## config.mk

```make
export PLATFORM = sky130hd
export DESIGN_NAME = fps_pll_seq
export DESIGN_NICKNAME = d
export VERILOG_FILES = /design/src/rtl/fps_pkg.sv /design/src/rtl/fps_clk_div.sv /design/src/rtl/fps_pll_seq.sv /design/src/rtl/fps_sync2.sv
export SDC_FILE = /design/constraint.sdc
export NUM_CORES = 1
export LEC_CHECK = 0
export BUFFER_PORTS_ARGS = -buffer_cell sky130_fd_sc_hd__buf_2
export CAP_MARGIN = 20
export CORE_ASPECT_RATIO = 1.4
export CORE_MARGIN = 1
export CORE_UTILIZATION = 61
export CTS_CLUSTER_DIAMETER = 100
export DETAILED_ROUTE_END_ITERATION = 8
export PLACE_DENSITY = 0.81
export RECOVER_POWER = 50
export SLEW_MARGIN = 20
export SYNTH_ARGS = -nofsm -noshare
export SYNTH_HDL_FRONTEND = slang
export SYNTH_SLANG_ARGS = --single-unit
```

## constraint.sdc

```tcl
create_clock -name core_clk_in -period 7 [get_ports core_clk_in]
set_input_delay 0.35 -clock core_clk_in [delete_from_list [all_inputs] [get_ports core_clk_in]]
set_output_delay 0.35 -clock core_clk_in [all_outputs]
set_load 0.01 [all_outputs]
```

## src/rtl/fps_pkg.sv

```systemverilog
/*
 File: shared constants and carrier types for the fractional PLL
 configuration sequencer.
 Assumes: included before every design module of the block.
*/
package fps_pkg;

   // ==================================================================
   // Register map of the plain software port.
   // ==================================================================
   localparam int FPS_AW = 4;
   localparam logic [3:0] FPS_OFF_CTRL = 4'h0;
   localparam logic [3:0] FPS_OFF_PREDIV = 4'h1;
   localparam logic [3:0] FPS_OFF_DIVOUT = 4'h2;
   localparam logic [3:0] FPS_OFF_INT = 4'h3;
   localparam logic [3:0] FPS_OFF_FRAC0 = 4'h4;
   localparam logic [3:0] FPS_OFF_FRAC1 = 4'h5;
   localparam logic [3:0] FPS_OFF_FRAC2 = 4'h6;
   localparam logic [3:0] FPS_OFF_MODE = 4'h7;
   localparam logic [3:0] FPS_OFF_CAL = 4'h8;
   localparam logic [3:0] FPS_OFF_STATUS = 4'h9;

   // Control register bit positions.
   localparam int FPS_BIT_START = 0;
   localparam int FPS_BIT_SRC = 1;
   localparam int FPS_BIT_REFSEL = 2;

   // Status register bit positions.
   localparam int FPS_BIT_LOCKED = 0;
   localparam int FPS_BIT_USING_PLL = 1;
   localparam int FPS_BIT_POWERED = 2;

   // ==================================================================
   // Field encodings and reset values.
   // ==================================================================
   localparam logic [1:0] FPS_PREDIV_1 = 2'h0;
   localparam logic [1:0] FPS_PREDIV_2 = 2'h1;
   localparam logic [1:0] FPS_PREDIV_4 = 2'h2;
   localparam logic [1:0] FPS_PREDIV_8 = 2'h3;
   localparam logic [1:0] FPS_MODE_BYPASS = 2'h3;
   localparam logic [7:0] FPS_DIVOUT_RST = 8'h10;
   localparam logic [7:0] FPS_INT_RST = 8'h40;
   localparam logic [7:0] FPS_CAL_RST = 8'h80;
   localparam logic [1:0] FPS_MODE_RST = 2'h3;

   // ==================================================================
   // Timing: settling time before the output is released.
   // ==================================================================
   localparam int FPS_CLK_MHZ = 125;
   localparam int FPS_SETTLE_US = 800;
   localparam int FPS_SETTLE_CYC = FPS_SETTLE_US * FPS_CLK_MHZ;

   // Frequency settings handed to the analog PLL macro.
   typedef struct packed {
      logic [1:0] predivider;
      logic [7:0] int_factor;
      logic [23:0] frac_factor;
      logic [1:0] mode;
      logic [7:0] output_divider;
      logic [7:0] cal_ratio;
   } fps_pll_cfg_t;

   typedef enum logic [1:0] {
      FPS_OFF,
      FPS_SETTLING,
      FPS_RUNNING
   } fps_state_t;

endpackage

```

## src/rtl/fps_clk_div.sv

```systemverilog
/*
 File: counter divider that emits one single-cycle tick every N input
 ticks, used for the output divider and for the reference predivider.
 Assumes: ticks arrive as single-cycle enables on the core clock.
*/
`timescale 1ns/1ps
module fps_clk_div
   import fps_pkg::*;
#(
   parameter int W = 8
)
(
   input wire logic core_clk_in,
   input wire logic rst_in,
   input wire logic tick_in,
   input wire logic [W-1:0] div_in,
   output logic tick_out
);

   logic [W-1:0] cnt_reg;
   logic [W-1:0] half;

   // Divide by zero or one passes every tick; larger divides count full periods.
   assign half = (div_in > 1) ? div_in : {{(W-1){1'b0}}, 1'b1};

   // Counter wraps and emits one tick per full divide period.
   always_ff @(posedge core_clk_in)
   begin
      if (rst_in)
      begin
         cnt_reg <= '0;
         tick_out <= 1'b0;
      end
      else
      begin
         tick_out <= 1'b0;
         if (tick_in)
         begin
            if (cnt_reg >= half - 1'b1)
            begin
               cnt_reg <= '0;
               tick_out <= 1'b1;
            end
            else
               cnt_reg <= cnt_reg + 1'b1;
         end
      end
   end

endmodule

```

## src/rtl/fps_pll_seq.sv

```systemverilog
/*
 File: top of the fractional PLL configuration sequencer: software
 registers, reference selection, start and settle sequencing, and the
 glitch-free choice between bypass and PLL master clock.
 Assumes: the PLL loop itself is an analog macro fed from pll_cfg_out;
 this logic sees its output as pll_clk_tick_in, one pulse per VCO
 edge modelled on the core clock, and software honours the power-up
 order and calibration arithmetic.
*/
// Our own choices: the plain strobed port and the placing of the registers.
`timescale 1ns/1ps

// Function
// - Source select zero bypasses PLL; reference drives master clock directly.
// - Master clock equals reference over predivider times factor over divisors.
// - Mode value binary 11 bypasses both scaling factors.
// - Predivider codes 0, 2 and 3 divide by 1, 4 and 8.
// - Output divider field holds the divide count directly.
// - Reference comes from the shared serial or two-wire clock pin.
// - Start bit clear powers down; set powers up with current settings.
module fps_pll_seq
   import fps_pkg::*;
#(
   parameter int SETTLE_CYC = FPS_SETTLE_CYC
)
(
   input wire logic core_clk_in,
   input wire logic rst_in,
   input wire logic [FPS_AW-1:0] addr_in,
   input wire logic [7:0] wdata_in,
   input wire logic wr_in,
   input wire logic rd_in,
   output logic [7:0] rdata_out,
   input wire logic serial_port_bit_clock_in,
   input wire logic two_wire_link_clock_in,
   input wire logic pll_clk_tick_in,
   output logic pll_power_up_out,
   output fps_pll_cfg_t pll_cfg_out,
   output logic mclk_tick_out,
   output logic ref_tick_out,
   output logic pll_settled_out
);

   // ==================================================================
   // Software registers.
   // ==================================================================
   logic start_reg;
   logic master_clock_source_select_reg;
   logic ref_sel_reg;
   logic [1:0] reference_predivider_reg;
   logic [7:0] pll_output_divider_reg;
   logic [7:0] int_reg;
   logic [23:0] frac_reg;
   logic [1:0] mode_reg;
   logic [7:0] cal_reg;
   fps_state_t state_reg;
   fps_state_t state_next;
   logic [16:0] settle_cnt_reg;
   logic use_pll_reg;
   logic [7:0] rd_next;

   // Writes take effect on the edge that samples the strobe.
   always_ff @(posedge core_clk_in)
   begin
      if (rst_in)
      begin
         start_reg <= 1'b0;
         master_clock_source_select_reg <= 1'b0;
         ref_sel_reg <= 1'b0;
         reference_predivider_reg <= FPS_PREDIV_1;
         pll_output_divider_reg <= FPS_DIVOUT_RST;
         int_reg <= FPS_INT_RST;
         frac_reg <= '0;
         mode_reg <= FPS_MODE_RST;
         cal_reg <= FPS_CAL_RST;
      end
      else if (wr_in)
      begin
         case (addr_in)
            FPS_OFF_CTRL:
            begin
               start_reg <= wdata_in[FPS_BIT_START];
               master_clock_source_select_reg <= wdata_in[FPS_BIT_SRC];
               ref_sel_reg <= wdata_in[FPS_BIT_REFSEL];
            end
            FPS_OFF_PREDIV: reference_predivider_reg <= wdata_in[1:0];
            FPS_OFF_DIVOUT: pll_output_divider_reg <= wdata_in;
            FPS_OFF_INT: int_reg <= wdata_in;
            FPS_OFF_FRAC0: frac_reg[7:0] <= wdata_in;
            FPS_OFF_FRAC1: frac_reg[15:8] <= wdata_in;
            FPS_OFF_FRAC2: frac_reg[23:16] <= wdata_in;
            FPS_OFF_MODE: mode_reg <= wdata_in[1:0];
            FPS_OFF_CAL: cal_reg <= wdata_in;
            default: ;
         endcase
      end
   end

   // Read mux; unmapped addresses read zero.
   always_comb
   begin
      rd_next = '0;
      case (addr_in)
         FPS_OFF_CTRL:
         begin
            rd_next[FPS_BIT_START] = start_reg;
            rd_next[FPS_BIT_SRC] = master_clock_source_select_reg;
            rd_next[FPS_BIT_REFSEL] = ref_sel_reg;
         end
         FPS_OFF_PREDIV: rd_next[1:0] = reference_predivider_reg;
         FPS_OFF_DIVOUT: rd_next = pll_output_divider_reg;
         FPS_OFF_INT: rd_next = int_reg;
         FPS_OFF_FRAC0: rd_next = frac_reg[7:0];
         FPS_OFF_FRAC1: rd_next = frac_reg[15:8];
         FPS_OFF_FRAC2: rd_next = frac_reg[23:16];
         FPS_OFF_MODE: rd_next[1:0] = mode_reg;
         FPS_OFF_CAL: rd_next = cal_reg;
         FPS_OFF_STATUS:
         begin
            rd_next[FPS_BIT_LOCKED] = (state_reg == FPS_RUNNING);
            rd_next[FPS_BIT_USING_PLL] = use_pll_reg;
            rd_next[FPS_BIT_POWERED] = pll_power_up_out;
         end
         default: rd_next = '0;
      endcase
   end

   // Read data stand only in the cycle after the strobe.
   always_ff @(posedge core_clk_in)
   begin
      if (rst_in)
         rdata_out <= '0;
      else if (rd_in)
         rdata_out <= rd_next;
      else
         rdata_out <= '0;
   end

   // ==================================================================
   // Reference selection and predivision.
   // ==================================================================
   logic sbc_sync;
   logic twc_sync;
   logic ref_lvl_reg;
   logic ref_rise;
   logic [3:0] prediv_count;

   // Both candidate pins pass through synchronisers before use.
   fps_sync2 u_sync_sbc
   (
      .core_clk_in(core_clk_in),
      .rst_in(rst_in),
      .d_in(serial_port_bit_clock_in),
      .q_out(sbc_sync)
   );

   fps_sync2 u_sync_twc
   (
      .core_clk_in(core_clk_in),
      .rst_in(rst_in),
      .d_in(two_wire_link_clock_in),
      .q_out(twc_sync)
   );

   // The shared pin: one of the two link clocks becomes the reference.
   always_ff @(posedge core_clk_in)
   begin
      if (rst_in)
         ref_lvl_reg <= 1'b0;
      else
         ref_lvl_reg <= ref_sel_reg ? twc_sync : sbc_sync;
   end

   assign ref_rise = (ref_sel_reg ? twc_sync : sbc_sync) & ~ref_lvl_reg;

   // Predivider decode; code 1 is not documented and divides by two.
   always_comb
   begin
      case (reference_predivider_reg)
         FPS_PREDIV_1: prediv_count = 4'h1;
         FPS_PREDIV_2: prediv_count = 4'h2;
         FPS_PREDIV_4: prediv_count = 4'h4;
         FPS_PREDIV_8: prediv_count = 4'h8;
         default: prediv_count = 4'h1;
      endcase
   end

   logic ref_div_tick;

   // The divided reference is what the PLL phase detector compares.
   fps_clk_div #(.W(4)) u_prediv
   (
      .core_clk_in(core_clk_in),
      .rst_in(rst_in),
      .tick_in(ref_rise),
      .div_in(prediv_count),
      .tick_out(ref_div_tick)
   );

   always_ff @(posedge core_clk_in)
   begin
      if (rst_in)
         ref_tick_out <= 1'b0;
      else
         ref_tick_out <= ref_div_tick;
   end

   // ==================================================================
   // Settings to the analog loop; mode 11 selects no scaling.
   // ==================================================================
   always_ff @(posedge core_clk_in)
   begin
      if (rst_in)
      begin
         pll_cfg_out <= '0;
         pll_power_up_out <= 1'b0;
      end
      else
      begin
         pll_cfg_out.predivider <= reference_predivider_reg;
         pll_cfg_out.int_factor <= int_reg;
         pll_cfg_out.frac_factor <= frac_reg;
         pll_cfg_out.mode <= mode_reg;
         pll_cfg_out.output_divider <= pll_output_divider_reg;
         pll_cfg_out.cal_ratio <= cal_reg;
         pll_power_up_out <= start_reg;
      end
   end

   // ==================================================================
   // Start and settle sequencing.
   // ==================================================================
   always_comb
   begin
      state_next = state_reg;
      case (state_reg)
         FPS_OFF:
            if (start_reg)
               state_next = FPS_SETTLING;
         FPS_SETTLING:
            if (!start_reg)
               state_next = FPS_OFF;
            else if (settle_cnt_reg == 17'(SETTLE_CYC - 1))
               state_next = FPS_RUNNING;
         FPS_RUNNING:
            if (!start_reg)
               state_next = FPS_OFF;
         default: state_next = FPS_OFF;
      endcase
   end

   always_ff @(posedge core_clk_in)
   begin
      if (rst_in)
         state_reg <= FPS_OFF;
      else
         state_reg <= state_next;
   end

   // Settle counter runs only while settling, so each start restarts it.
   always_ff @(posedge core_clk_in)
   begin
      if (rst_in)
         settle_cnt_reg <= '0;
      else if (state_reg == FPS_SETTLING)
         settle_cnt_reg <= settle_cnt_reg + 1'b1;
      else
         settle_cnt_reg <= '0;
   end

   always_ff @(posedge core_clk_in)
   begin
      if (rst_in)
         pll_settled_out <= 1'b0;
      else
         pll_settled_out <= (state_next == FPS_RUNNING);
   end

   // ==================================================================
   // Output divider and glitch-free source switch.
   // ==================================================================
   logic pll_div_tick;

   fps_clk_div #(.W(8)) u_outdiv
   (
      .core_clk_in(core_clk_in),
      .rst_in(rst_in),
      .tick_in(pll_clk_tick_in),
      .div_in(pll_output_divider_reg),
      .tick_out(pll_div_tick)
   );

   // The source changes only between ticks, so no runt period escapes;
   // PLL is chosen only once it is running.
   always_ff @(posedge core_clk_in)
   begin
      if (rst_in)
         use_pll_reg <= 1'b0;
      else if (!ref_rise && !pll_div_tick)
         use_pll_reg <= master_clock_source_select_reg
            && (state_reg == FPS_RUNNING);
   end

   // Bypass passes the raw reference; an unsettled PLL stays quiet.
   always_ff @(posedge core_clk_in)
   begin
      if (rst_in)
         mclk_tick_out <= 1'b0;
      else if (!master_clock_source_select_reg && !use_pll_reg)
         mclk_tick_out <= ref_rise;
      else if (use_pll_reg)
         mclk_tick_out <= pll_div_tick;
      else
         mclk_tick_out <= 1'b0;
   end
endmodule

```

## src/rtl/fps_sync2.sv

```systemverilog
/*
 File: two flip-flop level synchroniser for the reference pin.
 Assumes: the input may change at any time relative to core_clk_in.
*/
`timescale 1ns/1ps
module fps_sync2
   import fps_pkg::*;
(
   input wire logic core_clk_in,
   input wire logic rst_in,
   input wire logic d_in,
   output logic q_out
);

   logic meta_reg;

   // The first stage is read only by the second stage.
   always_ff @(posedge core_clk_in)
   begin
      if (rst_in)
      begin
         meta_reg <= 1'b0;
         q_out <= 1'b0;
      end
      else
      begin
         meta_reg <= d_in;
         q_out <= meta_reg;
      end
   end

endmodule

```

==> impl_results.html, run 1 <==
<table>
<tr><th>Metric</th><th>Value</th></tr>
<tr><th colspan="2">STA</th></tr>
<tr><td>Final hold slack</td><td>145 ps</td></tr>
<tr><td>Post-route clock skew</td><td>10.5 ps</td></tr>
<tr><td>Setup repair after global routing missed its margin</td><td>false</td></tr>
<tr><td>Highest attainable clock frequency</td><td>336 MHz</td></tr>
<tr><td>Number of endpoints with negative hold slack in the final report</td><td>0</td></tr>
<tr><td>Finish-stage setup viols</td><td>0</td></tr>
<tr><td>Accumulated negative setup slack</td><td>0 ps</td></tr>
<tr><td>Minimum clock period after layout</td><td>2980 ps</td></tr>
<tr><td>Slew margin rel.</td><td>15.5%</td></tr>
<tr><td>Worst slew pin tran</td><td>1270 ps</td></tr>
<tr><td>Ratio of final minimum period to clock period</td><td>42.6%</td></tr>
<tr><td>Number of max-slew violations in the final report</td><td>0</td></tr>
<tr><th colspan="2">Cells and area</th></tr>
<tr><td>Area taken by flip-flops and latches</td><td>3160 um2</td></tr>
<tr><td>Number of filler cells placed in the layout</td><td>772</td></tr>
<tr><td>Number of diodes added for antenna fixing</td><td>0</td></tr>
<tr><td>Fraction of final layout cells sized beyond drive strength 1</td><td>9.03%</td></tr>
<tr><td>Finished Layout Cells</td><td>855</td></tr>
<tr><td>Number of nets in the layout</td><td>740</td></tr>
<tr><td>Synth-to-layout area growth</td><td>14.9%</td></tr>
<tr><td>Footprint of the multi-input gates</td><td>2890 um2</td></tr>
<tr><td>Max FFs per register</td><td>52</td></tr>
<tr><th colspan="2">Logic synthesis</th></tr>
<tr><td>Biggest area contributors in the synthesized netlist</td><td>sky130_fd_sc_hd__dfxtp_1, sky130_fd_sc_hd__nor2b_1, sky130_fd_sc_hd__mux2i_1, sky130_fd_sc_hd__nor2_1, sky130_fd_sc_hd__ha_1</td></tr>
<tr><td>Most common cell in the synthesized netlist</td><td>sky130_fd_sc_hd__dfxtp_1</td></tr>
<tr><td>Post-synthesis net count</td><td>671</td></tr>
<tr><td>Number of register bits inferred by synthesis</td><td>158</td></tr>
<tr><td>Number of cells produced by synthesis</td><td>638</td></tr>
<tr><td>Sequential-to-total area share from yosys stat</td><td>50.7%</td></tr>
<tr><td>Leading register cell type out of synthesis</td><td>sky130_fd_sc_hd__dfxtp_1</td></tr>
<tr><td>Dominant cell type by area after synthesis</td><td>sky130_fd_sc_hd__dfxtp_1</td></tr>
<tr><td>Summed instance area of the synthesized netlist</td><td>6240 um2</td></tr>
<tr><td>Yosys cell types</td><td>54</td></tr>
<tr><td>Most frequent cells after synthesis</td><td>sky130_fd_sc_hd__dfxtp_1, sky130_fd_sc_hd__nor2b_1, sky130_fd_sc_hd__nor2_1</td></tr>
<tr><td>Area share of the largest cell type after synthesis</td><td>50.7%</td></tr>
<tr><td>Share of flip-flops with an asynchronous set or reset</td><td>0%</td></tr>
<tr><td>Synthesis Warnings</td><td>0</td></tr>
<tr><td>Number of synthesized flops with an enable pin</td><td>0</td></tr>
<tr><td>Mean cell area of the mapped netlist</td><td>9.79 um2</td></tr>
<tr><th colspan="2">Critical path</th></tr>
<tr><td>Critical path data required time</td><td>7330 ps</td></tr>
<tr><td>Library cell contributing the largest single delay on the critical path</td><td>sky130_fd_sc_hd__nor3_1</td></tr>
<tr><td>Setup crit end kind</td><td>flop</td></tr>
<tr><td>Critical path type</td><td>reg2reg</td></tr>
<tr><td>Sequence of cells on the critical path</td><td>nor2_1 -&gt; a31oi_1 -&gt; nand2_1 -&gt; or3_1 -&gt; xor2_1 -&gt; ha_1 -&gt; a211oi_1 -&gt; nor2_1 -&gt; nor3_1 -&gt; a21boi_4 -&gt; and2b_1</td></tr>
<tr><td>Arrival time worst endpoint</td><td>3310 ps</td></tr>
<tr><td>Worst path buffer plus inverter count</td><td>0</td></tr>
<tr><td>Crit Path Max Fanout</td><td>7</td></tr>
<tr><td>Top cell by count, worst path</td><td>sky130_fd_sc_hd__nor2_1</td></tr>
<tr><td>Instance count on the critical path</td><td>11</td></tr>
<tr><td>Worst setup slack for register-to-register paths</td><td>4020 ps</td></tr>
<tr><td>Element type at the critical path start</td><td>flop</td></tr>
<tr><td>CP delay by family, top</td><td>simple AND/OR/NAND/NOR gates</td></tr>
<tr><td>Delay of the slowest cell on the worst path</td><td>470 ps</td></tr>
<tr><td>Worst reg2reg path depth</td><td>11</td></tr>
<tr><th colspan="2">Detailed routing</th></tr>
<tr><td>Vias per std cell</td><td>5.68</td></tr>
<tr><td>Number of DRC markers in iteration 0</td><td>402</td></tr>
<tr><td>Number of remaining DRC errors</td><td>0</td></tr>
<tr><td>Total Wirelength</td><td>14500 um</td></tr>
<tr><td>WL/cell</td><td>17.0 um</td></tr>
<tr><td>Antenna violation net count after detailed routing</td><td>0</td></tr>
<tr><td>Total via count after detailed routing</td><td>4853</td></tr>
<tr><td>Pre-Repair DR Iteration Count</td><td>6</td></tr>
<tr><th colspan="2">Clock network</th></tr>
<tr><td>Post CTS Setup Buffer Count</td><td>0</td></tr>
<tr><td>Number of H-tree branching levels</td><td>4</td></tr>
<tr><td>Worst-skew pair later-pin latency</td><td>430 ps</td></tr>
<tr><td>Number of hold-repair buffers added at the cts stage</td><td>0</td></tr>
<tr><td>Total clock buffers created by CTS</td><td>17</td></tr>
<tr><td>TritonCTS clock tree</td><td>built</td></tr>
<tr><td>CTS root buf</td><td>sky130_fd_sc_hd__clkbuf_16</td></tr>
<tr><td>Clock slew at the register clock pins of the worst setup and hold paths</td><td>60 ps</td></tr>
<tr><td>Clock sinks</td><td>158</td></tr>
<tr><td>Resized cells post-CTS</td><td>0</td></tr>
<tr><td>Worst-case clock buffer depth</td><td>2</td></tr>
<tr><th colspan="2">Global route</th></tr>
<tr><td>Pin count of the biggest net entering global routing</td><td>104</td></tr>
<tr><td>Initial antenna violation count</td><td>0</td></tr>
<tr><td>Global router's overall resource usage</td><td>29.0%</td></tr>
<tr><td>Grt total ovfl</td><td>0</td></tr>
<tr><td>Vias in the first global route</td><td>4783</td></tr>
<tr><td>Wire length of the first global-routing pass</td><td>23000 um</td></tr>
<tr><th colspan="2">Floorplan</th></tr>
<tr><td>Full die area</td><td>10700 um2</td></tr>
<tr><td>Number of placement rows</td><td>43</td></tr>
<tr><td>Die height</td><td>122 um</td></tr>
<tr><td>Width of the chip</td><td>87.5 um</td></tr>
<tr><td>Initial Util</td><td>62.7%</td></tr>
<tr><td>Total I/O pin count</td><td>83</td></tr>
<tr><td>Total core area</td><td>9950 um2</td></tr>
<tr><th colspan="2">Power</th></tr>
<tr><td>Leakage power total</td><td>0.00277 uW</td></tr>
<tr><td>Total power divided by cell area</td><td>265 nW/um2</td></tr>
<tr><td>Worst ir drop on vdd</td><td>0.175 mV</td></tr>
<tr><th colspan="2">Status</th></tr>
<tr><td>Status</td><td>finished clean</td></tr>
<tr><th colspan="2">Placed design</th></tr>
<tr><td>Number of cells after detailed placement</td><td>823</td></tr>
<tr><td>RD Place Congestion</td><td>0.910</td></tr>
<tr><td>Post-detailed-placement half-perimeter wirelength</td><td>10000 um</td></tr>
<tr><td>Number of buffers added on ports</td><td>82</td></tr>
<tr><th colspan="2">Min path</th></tr>
<tr><td>Number of cells on the worst hold path</td><td>2</td></tr>
<tr><td>Worst Hold Class</td><td>in2reg</td></tr>
<tr><th colspan="2">Job</th></tr>
<tr><td>Max Cap Violations</td><td>0</td></tr>
</table>
[cells in the final DEF, fill, tap and decap left out, drive strengths merged, types with 7 or more instances in the layout]
cell type and count:
nor2 73, mux2 7, dfxtp 158, a22oi 7, buf 19, mux2i 40
a21oi 27, inv 14, nor3 8, nand4 8, nand2 31, xnor2 9
ha 14, nand3 26, nor2b 75, o21ai 10, xor2 17, clkbuf 84
a211o 7, and3 13
[metrics by stage]
| stage | instance area [um2] | worst slack (ps) | power [uW] | util, % |
|---|---|---|---|---|
| 2_1_floorplan | 6240 | 4370 | 995 | - |
| 3_3_place_gp | 6680 | 4110 | 1020 | 67.1 |
| 3_5_place_dp | 6680 | 4060 | 1020 | 67.1 |
| 4_1_cts | 7260 | 4010 | 1910 | 72.9 |
| 5_1_grt | 7180 | 3800 | 1960 | 72.1 |
| 6_report | 7180 | 4020 | 1900 | 72.1 |
[cells by family (layout without fill, tap and decap cells)]
group | count (synthesis) | in the layout | share of synthesized area, %
AOI/OAI and AO/OA | 84 | 84 | 9.30
adders and majority gates | 14 | 14 | 2.81
xor gates and xnor gates | 26 | 26 | 3.65
and+or+nand+nor | 268 | 268 | 22.9
muxes | 47 | 47 | 7.67
DFF | 158 | 158 | 50.7
buffers and inverters | 41 | 123 | 3.01
[cell type report]
cell class / instances / share of cell area (%)
sequential: 158 / 44.1
tap: 135 / 2.35
clock buffer: 19 / 6.31
timing repair buffer: 84 / 4.80
clock inverter: 13 / 1.76
multi-input combinational: 439 / 40.3
inverter: 7 / 0.366
[power by group]
part           total, uW  switching (uW)  internal [uW]
combinational       85.6            57.5           28.2
clock                898             382            516
sequential           918            7.82            911
total               1900             448           1450
[metal layers]
metal  vias up  wire (um)  part of all wire, %  track usage, %
met5         -          0                    0               0
met4         0        673                  4.6            17.6
met3        56        658                  4.5            6.71
met2       184       7590                   52            50.7
met1      2279       5600                   39            31.2
li1       2334          -                    -               -
[final timing paths]
kind,start,end
min reg2reg,u_sync_twc.meta_reg,u_sync_twc.q_out
min,two_wire_link_clock_in,u_sync_twc.meta_reg
max reg2reg,pll_output_divider_reg[2],u_outdiv.tick_out
max,pll_output_divider_reg[2],u_outdiv.tick_out
Note: power is estimated with default switching activity, not from simulation.
==> run 2: changes to the inputs <==
--- a/config.mk
+++ b/config.mk
@@ -5,14 +5,15 @@
 export SDC_FILE = /design/constraint.sdc
 export NUM_CORES = 1
 export LEC_CHECK = 0
+export ABC_AREA = 1
 export BUFFER_PORTS_ARGS = -buffer_cell sky130_fd_sc_hd__buf_2
 export CAP_MARGIN = 20
 export CORE_ASPECT_RATIO = 1.4
 export CORE_MARGIN = 1
-export CORE_UTILIZATION = 61
+export CORE_UTILIZATION = 51
 export CTS_CLUSTER_DIAMETER = 100
 export DETAILED_ROUTE_END_ITERATION = 8
-export PLACE_DENSITY = 0.81
+export PLACE_DENSITY = 0.72
 export RECOVER_POWER = 50
 export SLEW_MARGIN = 20
 export SYNTH_ARGS = -nofsm -noshare
==> constraint.sdc (replaced) <==
create_clock -name core_clk_in -period 2.5 [get_ports core_clk_in]
set_input_delay 0.125 -clock core_clk_in [delete_from_list [all_inputs] [get_ports core_clk_in]]
set_output_delay 0.125 -clock core_clk_in [all_outputs]
set_load 0.01 [all_outputs]
==> run 2 against run 1 <==
First-iteration DRC count shrank 38%. Wire length shrank 3.8%. Register-to-register slack lost 3900 ps. Cell count grew 12%. Hold slack lost 97 ps. Non-clock buffer count grew 8. Combinational power grew to 3.1 times the previous value. Clock power grew to 3.0 times the previous value. Via count grew 2.2%. Flip-flop and latch count is the same. Critical path type unchanged. Utilization shrank 9.3 points. Die area grew 13%.
==> impl_results.html, run 2 <==
<table>
<tr><th>Metric</th><th>Value</th></tr>
<tr><th colspan="2">Status</th></tr>
<tr><td>Status</td><td>finished clean (unchanged)</td></tr>
<tr><th colspan="2">Global route</th></tr>
<tr><td>Global router's overall resource usage</td><td>24.2% (was 29.0%)</td></tr>
<tr><td>Wire length of the first global-routing pass</td><td>22400 um (was 23000 um)</td></tr>
<tr><td>Initial antenna violation count</td><td>0 (unchanged)</td></tr>
<tr><td>Pin count of the biggest net entering global routing</td><td>63 (was 104)</td></tr>
<tr><td>Grt total ovfl</td><td>0 (unchanged)</td></tr>
<tr><td>Vias in the first global route</td><td>4725 (was 4783)</td></tr>
<tr><th colspan="2">Critical path</th></tr>
<tr><td>Setup crit end kind</td><td>flop (unchanged)</td></tr>
<tr><td>Critical path data required time</td><td>2860 ps (was 7330 ps)</td></tr>
<tr><td>Element type at the critical path start</td><td>flop (unchanged)</td></tr>
<tr><td>Critical path type</td><td>reg2reg (unchanged)</td></tr>
<tr><td>Crit Path Max Fanout</td><td>8 (was 7)</td></tr>
<tr><td>Arrival time worst endpoint</td><td>2750 ps (was 3310 ps)</td></tr>
<tr><th colspan="2">STA</th></tr>
<tr><td>Worst slew pin tran</td><td>1220 ps (was 1270 ps)</td></tr>
<tr><td>Final hold slack</td><td>48.2 ps (was 145 ps)</td></tr>
<tr><td>Worst setup margin</td><td>107 ps (was 4020 ps)</td></tr>
<tr><td>Number of max-slew violations in the final report</td><td>0 (unchanged)</td></tr>
<tr><td>Finish-stage setup viols</td><td>0 (unchanged)</td></tr>
<tr><td>Minimum clock period after layout</td><td>2390 ps (was 2980 ps)</td></tr>
<tr><td>Slew margin rel.</td><td>18.6% (was 15.5%)</td></tr>
<tr><td>Ratio of final minimum period to clock period</td><td>95.7% (was 42.6%)</td></tr>
<tr><td>Post-route clock skew</td><td>5.40 ps (was 10.5 ps)</td></tr>
<tr><td>Number of endpoints with negative hold slack in the final report</td><td>0 (unchanged)</td></tr>
<tr><td>Highest attainable clock frequency</td><td>418 MHz (was 336 MHz)</td></tr>
<tr><th colspan="2">Power</th></tr>
<tr><td>Reported net switching power</td><td>1270 uW (was 448 uW)</td></tr>
<tr><td>Internal power</td><td>4270 uW (was 1450 uW)</td></tr>
<tr><td>Switching part of the total</td><td>22.9% (was 23.5%)</td></tr>
<tr><td>Combinational share of power</td><td>4.8% (was 4.5%)</td></tr>
<tr><td>Worst ir drop on vdd</td><td>0.522 mV (was 0.175 mV)</td></tr>
<tr><td>Flop pwr share</td><td>46.6% (was 48.3%)</td></tr>
<tr><td>Leakage power total</td><td>0.00300 uW (was 0.00277 uW)</td></tr>
<tr><td>Total power divided by cell area</td><td>778 nW/um2 (was 265 nW/um2)</td></tr>
<tr><td>Part of the total power dissipated in the clock network</td><td>48.6% (was 47.2%)</td></tr>
<tr><th colspan="2">Cells and area</th></tr>
<tr><td>Commonest non-fill, non-tap cells in the layout</td><td>sky130_fd_sc_hd__dfxtp_1, sky130_fd_sc_hd__nor2_1, sky130_fd_sc_hd__inv_1 (was sky130_fd_sc_hd__dfxtp_1, sky130_fd_sc_hd__nor2b_1, sky130_fd_sc_hd__nor2_1)</td></tr>
<tr><td>Fraction of final layout cells sized beyond drive strength 1</td><td>17.5% (was 9.03%)</td></tr>
<tr><td>Core Util, Final</td><td>62.8% (was 72.1%)</td></tr>
<tr><td>Max FFs per register</td><td>52 (unchanged)</td></tr>
<tr><td>Most frequent standard cell in the layout excluding fill and tap cells</td><td>sky130_fd_sc_hd__dfxtp_1 (unchanged)</td></tr>
<tr><td>Number of diodes added for antenna fixing</td><td>0 (unchanged)</td></tr>
<tr><td>Summed area of non-filler cells in the final layout</td><td>7120 um2 (was 7180 um2)</td></tr>
<tr><td>Number of nets in the layout</td><td>837 (was 740)</td></tr>
<tr><td>Number of filler cells placed in the layout</td><td>967 (was 772)</td></tr>
<tr><td>Synth-to-layout area growth</td><td>20.4% (was 14.9%)</td></tr>
<tr><th colspan="2">Clock network</th></tr>
<tr><td>TritonCTS clock tree</td><td>built (unchanged)</td></tr>
<tr><td>Number of H-tree branching levels</td><td>4 (unchanged)</td></tr>
<tr><td>Worst-case clock buffer depth</td><td>2 (unchanged)</td></tr>
<tr><td>Clock slew at the register clock pins of the worst setup and hold paths</td><td>60 ps (about the same)</td></tr>
<tr><td>Worst-skew pair later-pin latency</td><td>420 ps (was 430 ps)</td></tr>
<tr><td>Total clock buffers created by CTS</td><td>17 (unchanged)</td></tr>
<tr><td>Clock sinks</td><td>158 (unchanged)</td></tr>
<tr><td>CTS root buf</td><td>sky130_fd_sc_hd__clkbuf_16 (unchanged)</td></tr>
<tr><th colspan="2">Logic synthesis</th></tr>
<tr><td>Synthesis Warnings</td><td>0 (unchanged)</td></tr>
<tr><td>Yosys cell types</td><td>39 (was 54)</td></tr>
<tr><td>Area share of the largest cell type after synthesis</td><td>53.5% (was 50.7%)</td></tr>
<tr><td>Number of synthesized flops with an enable pin</td><td>0 (unchanged)</td></tr>
<tr><td>Most common cell in the synthesized netlist</td><td>sky130_fd_sc_hd__dfxtp_1 (unchanged)</td></tr>
<tr><td>Post-synthesis net count</td><td>747 (was 671)</td></tr>
<tr><td>Mean cell area of the mapped netlist</td><td>8.29 um2 (was 9.79 um2)</td></tr>
<tr><td>Leading register cell type out of synthesis</td><td>sky130_fd_sc_hd__dfxtp_1 (unchanged)</td></tr>
<tr><td>Most frequent cells after synthesis</td><td>sky130_fd_sc_hd__dfxtp_1, sky130_fd_sc_hd__nor2_1, sky130_fd_sc_hd__inv_1 (was sky130_fd_sc_hd__dfxtp_1, sky130_fd_sc_hd__nor2b_1, sky130_fd_sc_hd__nor2_1)</td></tr>
<tr><td>Summed instance area of the synthesized netlist</td><td>5920 um2 (was 6240 um2)</td></tr>
<tr><td>Dominant cell type by area after synthesis</td><td>sky130_fd_sc_hd__dfxtp_1 (unchanged)</td></tr>
<tr><td>Sequential-to-total area share from yosys stat</td><td>53.5% (was 50.7%)</td></tr>
<tr><td>Biggest area contributors in the synthesized netlist</td><td>sky130_fd_sc_hd__dfxtp_1, sky130_fd_sc_hd__a21oi_1, sky130_fd_sc_hd__nor2_1, sky130_fd_sc_hd__inv_1, sky130_fd_sc_hd__nand2_1 (was sky130_fd_sc_hd__dfxtp_1, sky130_fd_sc_hd__nor2b_1, sky130_fd_sc_hd__mux2i_1, sky130_fd_sc_hd__nor2_1, sky130_fd_sc_hd__ha_1)</td></tr>
<tr><td>Share of flip-flops with an asynchronous set or reset</td><td>0% (unchanged)</td></tr>
<tr><td>Number of cells produced by synthesis</td><td>714 (was 638)</td></tr>
<tr><td>Number of register bits inferred by synthesis</td><td>158 (unchanged)</td></tr>
<tr><th colspan="2">Placed design</th></tr>
<tr><td>Post-place setup slack</td><td>60.7 ps (was 4060 ps)</td></tr>
<tr><td>Post-detailed-placement half-perimeter wirelength</td><td>9960 um (was 10000 um)</td></tr>
<tr><td>Post-Place Cell Area</td><td>6430 um2 (was 6680 um2)</td></tr>
<tr><td>RD Place Congestion</td><td>0.917 (was 0.910)</td></tr>
<tr><td>Number of buffers added on ports</td><td>82 (unchanged)</td></tr>
<tr><th colspan="2">Floorplan</th></tr>
<tr><td>Initial Util</td><td>52.2% (was 62.7%)</td></tr>
<tr><td>Total core area</td><td>11300 um2 (was 9950 um2)</td></tr>
<tr><td>Number of placement rows</td><td>46 (was 43)</td></tr>
<tr><td>Width of the chip</td><td>93.0 um (was 87.5 um)</td></tr>
<tr><td>Total I/O pin count</td><td>83 (unchanged)</td></tr>
<tr><td>Full die area</td><td>12000 um2 (was 10700 um2)</td></tr>
<tr><td>Die height</td><td>129 um (was 122 um)</td></tr>
<tr><th colspan="2">Detailed routing</th></tr>
<tr><td>Pre-Repair DR Iteration Count</td><td>4 (was 6)</td></tr>
<tr><td>Total Wirelength</td><td>14000 um (was 14500 um)</td></tr>
<tr><td>Number of DRC markers in iteration 0</td><td>249 (was 402)</td></tr>
<tr><td>Total via count after detailed routing</td><td>4962 (was 4853)</td></tr>
<tr><td>Antenna violation net count after detailed routing</td><td>0 (unchanged)</td></tr>
<tr><td>Vias per std cell</td><td>5.16 (was 5.68)</td></tr>
<tr><td>Number of remaining DRC errors</td><td>0 (unchanged)</td></tr>
<tr><td>WL/cell</td><td>14.5 um (was 17.0 um)</td></tr>
<tr><th colspan="2">Min path</th></tr>
<tr><td>Worst Hold Class</td><td>in2reg (unchanged)</td></tr>
<tr><th colspan="2">Job</th></tr>
<tr><td>Max Cap Violations</td><td>0 (unchanged)</td></tr>
</table>
-- run 2: cell types whose count changed after synthesis, sizes merged, moves of 7 or more --
| cell | delta |
|---|---|
| a211o | -7 |
| a21oi | +49 |
| a22oi | -7 |
| and3 | -13 |
| clkbuf | -7 |
| inv | +101 |
| mux2 | -7 |
| mux2i | -38 |
| nand2 | +52 |
| nand3 | -13 |
| nor2 | +37 |
| nor2b | -75 |
| o21ai | +52 |
| o22ai | +13 |
-- run 2: layer usage --
metal	vias to the layer above	part of all wire (%)	track usage [%]
li1	2489	-	-
met1	2278	39	26.2
met2	159	52	43.7
met3	36	4.5	4.52
met4	0	4.4	13.8
met5	-	0	0
-- run 2: per-stage QoR --
| step | TNS [ps] | instances | total power, uW |
|---|---|---|---|
| 2_1_floorplan | 0 | 714 | 2800 |
| 3_3_place_gp | 0 | 921 | 2880 |
| 3_5_place_dp | 0 | 921 | 2890 |
| 4_1_cts | 0 | 955 | 5570 |
| 5_1_grt | -303 | 961 | 5700 |
| 6_report | 0 | 961 | 5540 |
-- run 2: cell families (layout without fill, tap and decap cells) --
group | Yosys count | count (layout) | share of synthesized area (%)
AND/OR/NAND/NOR | 229 | 229 | 17.5
AO/OA/AOI/OAI | 166 | 166 | 15.0
flip-flops | 158 | 158 | 53.5
buffers and inverters | 129 | 232 | 8.38
XOR/XNOR | 16 | 16 | 2.37
adder cells (fa/ha/maj) | 14 | 14 | 2.96
multiplexers | 2 | 2 | 0.338
-- run 2: worst max-delay path: stages, from the launching register on --
cell	delay, ps
sky130_fd_sc_hd__dfxtp_2	360
sky130_fd_sc_hd__inv_2	60
sky130_fd_sc_hd__nand2_1	70
sky130_fd_sc_hd__nor2_2	50
sky130_fd_sc_hd__nand2_1	80
sky130_fd_sc_hd__nand2_1	70
sky130_fd_sc_hd__inv_2	80
sky130_fd_sc_hd__nand3_4	80
sky130_fd_sc_hd__nor3_4	250
sky130_fd_sc_hd__xor2_1	210
sky130_fd_sc_hd__ha_1	280
sky130_fd_sc_hd__a21oi_2	130
sky130_fd_sc_hd__nor2_1	60
sky130_fd_sc_hd__a211oi_2	150
sky130_fd_sc_hd__nand2_1	90
sky130_fd_sc_hd__nand2_2	90
sky130_fd_sc_hd__nand2_4	100
sky130_fd_sc_hd__nor2_2	150
-- run 2: cell type report --
type	count	area (um2)	area share, %
Tap cell	144	180	2.53
Inverter	108	408	5.73
Multi-Input combinational cell	427	2300	32.3
Clock inverter	13	175	2.46
Sequential cell	158	3170	44.5
Clock buffer	19	443	6.22
Timing Repair Buffer	92	444	6.24
-- run 2: final timing paths --
path,start,endpoint,slack (ps),cells past startpoint
worst min register to register,u_prediv.tick_out,ref_tick_out,410,2
worst min-delay path,wdata_in[4],pll_output_divider_reg[4],50,3
worst max register to register,pll_output_divider_reg[4],u_outdiv.cnt_reg[4],110,17
worst max-delay path,pll_output_divider_reg[4],u_outdiv.cnt_reg[4],110,17
-- run 2: timing repair --
action,in CTS,in global routing
endpoints found under the setup margin,0,9
gates resized for setup,0,22
setup buffers,0,6
hold buffers,2,0
endpoints found under the hold margin,2,0
-- run 2: power by group through the flow --
| stage | clock [uW] | sequential, uW | combinational [uW] |
|---|---|---|---|
| floorplan | 0 | 2640 | 152 |
| global placement | 0 | 2640 | 247 |
| detailed placement | 0 | 2640 | 255 |
| CTS | 2720 | 2580 | 261 |
| global route | 2820 | 2590 | 297 |
| finish | 2690 | 2580 | 266 |
==> run 3: changes to the inputs <==
--- a/config.mk
+++ b/config.mk
@@ -15,7 +15,7 @@
 export DETAILED_ROUTE_END_ITERATION = 8
 export PLACE_DENSITY = 0.72
 export RECOVER_POWER = 50
-export SLEW_MARGIN = 20
+export SLEW_MARGIN = 15
 export SYNTH_ARGS = -nofsm -noshare
 export SYNTH_HDL_FRONTEND = slang
 export SYNTH_SLANG_ARGS = --single-unit
==> constraint.sdc (replaced) <==
create_clock -name core_clk_in -period 2.5 [get_ports core_clk_in]
set_input_delay 0.5 -clock core_clk_in [delete_from_list [all_inputs] [get_ports core_clk_in]]
set_output_delay 0.5 -clock core_clk_in [all_outputs]
set_load 0.01 [all_outputs]
==> run 3 against run 2 <==
Clock-buffer cell count unchanged. Clock skew is 2.2 ps higher. Maximum frequency rose by 0.30%. Global-route usage rose by 0.52 points. Critical path type unchanged. Critical endpoint is now u_outdiv.cnt_reg[0]. Largest cell class unchanged. Largest power group is now sequential cells.
==> impl_results.html, run 3 (synthesized netlist as in run 2, its figures left out) <==
<table>
<tr><th>Metric</th><th>Value</th></tr>
<tr><th colspan="2">Cells and area</th></tr>
<tr><td>Fraction of final layout cells sized beyond drive strength 1</td><td>19.7% (was 17.5%)</td></tr>
<tr><td>Summed area of non-filler cells in the final layout</td><td>7110 um2 (was 7120 um2)</td></tr>
<tr><td>Number of nets in the layout</td><td>838 (was 837)</td></tr>
<tr><td>Commonest non-fill, non-tap cells in the layout</td><td>sky130_fd_sc_hd__dfxtp_1, sky130_fd_sc_hd__nor2_1, sky130_fd_sc_hd__inv_1 (unchanged)</td></tr>
<tr><td>Number of diodes added for antenna fixing</td><td>0 (unchanged)</td></tr>
<tr><td>Most frequent standard cell in the layout excluding fill and tap cells</td><td>sky130_fd_sc_hd__dfxtp_1 (unchanged)</td></tr>
<tr><td>Max FFs per register</td><td>52 (unchanged)</td></tr>
<tr><td>Synth-to-layout area growth</td><td>20.1% (was 20.4%)</td></tr>
<tr><th colspan="2">Clock network</th></tr>
<tr><td>Worst-case clock buffer depth</td><td>2 (unchanged)</td></tr>
<tr><td>Clock slew at the register clock pins of the worst setup and hold paths</td><td>60 ps (about the same)</td></tr>
<tr><td>Worst-skew pair later-pin latency</td><td>420 ps (about the same)</td></tr>
<tr><td>Clock sinks</td><td>158 (unchanged)</td></tr>
<tr><td>TritonCTS clock tree</td><td>built (unchanged)</td></tr>
<tr><td>Number of H-tree branching levels</td><td>4 (unchanged)</td></tr>
<tr><td>CTS root buf</td><td>sky130_fd_sc_hd__clkbuf_16 (unchanged)</td></tr>
<tr><td>Number of hold-repair buffers added at the cts stage</td><td>0 (was 2)</td></tr>
<tr><td>Total clock buffers created by CTS</td><td>17 (unchanged)</td></tr>
<tr><th colspan="2">Detailed routing</th></tr>
<tr><td>Number of DRC markers in iteration 0</td><td>235 (was 249)</td></tr>
<tr><td>Pre-Repair DR Iteration Count</td><td>5 (was 4)</td></tr>
<tr><td>WL/cell</td><td>14.8 um (was 14.5 um)</td></tr>
<tr><td>Number of remaining DRC errors</td><td>0 (unchanged)</td></tr>
<tr><td>Vias per std cell</td><td>5.20 (was 5.16)</td></tr>
<tr><td>Antenna violation net count after detailed routing</td><td>0 (unchanged)</td></tr>
<tr><td>Total Wirelength</td><td>14300 um (was 14000 um)</td></tr>
<tr><td>Total via count after detailed routing</td><td>5004 (was 4962)</td></tr>
<tr><th colspan="2">Placed design</th></tr>
<tr><td>RD Place Congestion</td><td>0.910 (was 0.917)</td></tr>
<tr><td>Number of buffers added on ports</td><td>82 (unchanged)</td></tr>
<tr><td>Post-detailed-placement half-perimeter wirelength</td><td>10100 um (was 9960 um)</td></tr>
<tr><td>Post-Place Cell Area</td><td>6450 um2 (was 6430 um2)</td></tr>
<tr><th colspan="2">STA</th></tr>
<tr><td>Ratio of final minimum period to clock period</td><td>95.4% (was 95.7%)</td></tr>
<tr><td>Finish-stage setup viols</td><td>0 (unchanged)</td></tr>
<tr><td>Highest attainable clock frequency</td><td>419 MHz (was 418 MHz)</td></tr>
<tr><td>Slew margin rel.</td><td>17.2% (was 18.6%)</td></tr>
<tr><td>Post-route clock skew</td><td>7.64 ps (was 5.40 ps)</td></tr>
<tr><td>Number of max-slew violations in the final report</td><td>0 (unchanged)</td></tr>
<tr><td>Worst slew pin tran</td><td>1240 ps (was 1220 ps)</td></tr>
<tr><td>Number of endpoints with negative hold slack in the final report</td><td>0 (unchanged)</td></tr>
<tr><td>Minimum clock period after layout</td><td>2390 ps (about the same)</td></tr>
<tr><th colspan="2">Critical path</th></tr>
<tr><td>Arrival time worst endpoint</td><td>2740 ps (was 2750 ps)</td></tr>
<tr><td>Critical path type</td><td>reg2reg (unchanged)</td></tr>
<tr><td>Crit Path Max Fanout</td><td>8 (unchanged)</td></tr>
<tr><td>Setup crit end kind</td><td>flop (unchanged)</td></tr>
<tr><td>Element type at the critical path start</td><td>flop (unchanged)</td></tr>
<tr><td>Worst reg2reg path depth</td><td>17 (unchanged)</td></tr>
<tr><td>Critical path data required time</td><td>2860 ps (about the same)</td></tr>
<tr><th colspan="2">Job</th></tr>
<tr><td>Max Cap Violations</td><td>0 (unchanged)</td></tr>
<tr><th colspan="2">Global route</th></tr>
<tr><td>Global router's overall resource usage</td><td>24.7% (was 24.2%)</td></tr>
<tr><td>Wire length of the first global-routing pass</td><td>22900 um (was 22400 um)</td></tr>
<tr><td>Initial antenna violation count</td><td>0 (unchanged)</td></tr>
<tr><td>Grt total ovfl</td><td>0 (unchanged)</td></tr>
<tr><td>Vias in the first global route</td><td>4900 (was 4725)</td></tr>
<tr><td>Pin count of the biggest net entering global routing</td><td>63 (unchanged)</td></tr>
<tr><th colspan="2">Floorplan</th></tr>
<tr><td>Total I/O pin count</td><td>83 (unchanged)</td></tr>
<tr><td>Die height</td><td>129 um (unchanged)</td></tr>
<tr><td>Initial Util</td><td>52.2% (unchanged)</td></tr>
<tr><td>Total core area</td><td>11300 um2 (unchanged)</td></tr>
<tr><td>Number of placement rows</td><td>46 (unchanged)</td></tr>
<tr><td>Width of the chip</td><td>93.0 um (unchanged)</td></tr>
<tr><td>Full die area</td><td>12000 um2 (unchanged)</td></tr>
<tr><th colspan="2">Min path</th></tr>
<tr><td>Number of cells on the worst hold path</td><td>3 (unchanged)</td></tr>
<tr><td>Worst Hold Class</td><td>in2reg (unchanged)</td></tr>
<tr><th colspan="2">Power</th></tr>
<tr><td>Total Power Consumption</td><td>5330 uW (was 5540 uW)</td></tr>
<tr><td>Leakage power total</td><td>0.00303 uW (was 0.00300 uW)</td></tr>
<tr><td>Total power divided by cell area</td><td>750 nW/um2 (was 778 nW/um2)</td></tr>
<tr><td>Worst ir drop on vdd</td><td>0.636 mV (was 0.522 mV)</td></tr>
<tr><th colspan="2">Status</th></tr>
<tr><td>Status</td><td>finished clean (unchanged)</td></tr>
</table>
==> run 3: changes by cell type in the layout (fill, tap and decap cells not counted), sizes merged <==
cell	delta
clkbuf	-17
inv	-3
buf	+20
bufinv	-2
dlygate4sd3	-2
clkinvlp	+4
clkinv	+1
==> run 3: critical path: stages, from the launching register on <==
cell                       delay, ps
sky130_fd_sc_hd__dfxtp_4         370
sky130_fd_sc_hd__inv_2            50
sky130_fd_sc_hd__nand2_2          70
sky130_fd_sc_hd__nor2_2           50
sky130_fd_sc_hd__nand2_1          80
sky130_fd_sc_hd__nand2_1          60
sky130_fd_sc_hd__inv_2            90
sky130_fd_sc_hd__nand3_4          90
sky130_fd_sc_hd__nor3_4          240
sky130_fd_sc_hd__xor2_1          180
sky130_fd_sc_hd__ha_1            280
sky130_fd_sc_hd__a21oi_2         150
sky130_fd_sc_hd__nor2_1           60
sky130_fd_sc_hd__a211oi_2        140
sky130_fd_sc_hd__nand2_1          90
sky130_fd_sc_hd__nand2_2          90
sky130_fd_sc_hd__nand2_4         100
sky130_fd_sc_hd__nor2_4          130
==> run 3: stage by stage <==
step / util (%) / setup WS, ps / setup TNS, ps / instances / hold WS [ps]
floorplan: - / 404 / 0 / 714 / 388
global placement: 56.9 / 234 / 0 / 923 / 390
detailed placement: 56.9 / -5.90 / -5.90 / 923 / 399
CTS: 61.9 / 15.2 / 0 / 955 / 288
global route: 62.7 / -102 / -740 / 962 / 293
finish: 62.7 / 115 / 0 / 962 / 294
==> run 3: routing by layer <==
metal | up-vias | track usage (%) | wire length [um]
met2 | 177 | 44.6 | 7490
met4 | 0 | 13.1 | 452
met5 | - | 0 | 0
met3 | 32 | 6.22 | 744
li1 | 2485 | - | -
met1 | 2310 | 26.3 | 5590
==> run 3: final timing paths <==
check	start	end	slack [ps]
worst max register to register	pll_output_divider_reg[3]	u_outdiv.cnt_reg[0]	110
worst max-delay path	pll_output_divider_reg[3]	u_outdiv.cnt_reg[0]	110
worst min register to register	u_prediv.tick_out	ref_tick_out	400
worst min-delay path	two_wire_link_clock_in	u_sync_twc.meta_reg	290
==> run 3: power breakdown <==
part           internal [uW]  switching (uW)
Combinational           83.8             185
Sequential              2560            20.5
Clock                   1420            1060
Total                   4060            1270
==> run 3: what timing repair did <==
action / CTS / global route
gates resized for setup: 1 / 29
hold endpoints to repair: 0 / 0
pin swaps: 0 / 9
setup endpoints to repair: 1 / 9
buffers inserted: 0 / 7
==> run 3: area by class of cell <==
cell class | count | area (um2)
Tap cell | 144 | 180
Inverter | 108 | 408
Clock inverter | 13 | 129
Timing Repair Buffer | 93 | 468
Sequential cell | 158 | 3170
Fill cell | 972 | 4230
Clock buffer | 19 | 443
Multi-Input combinational cell | 427 | 2300
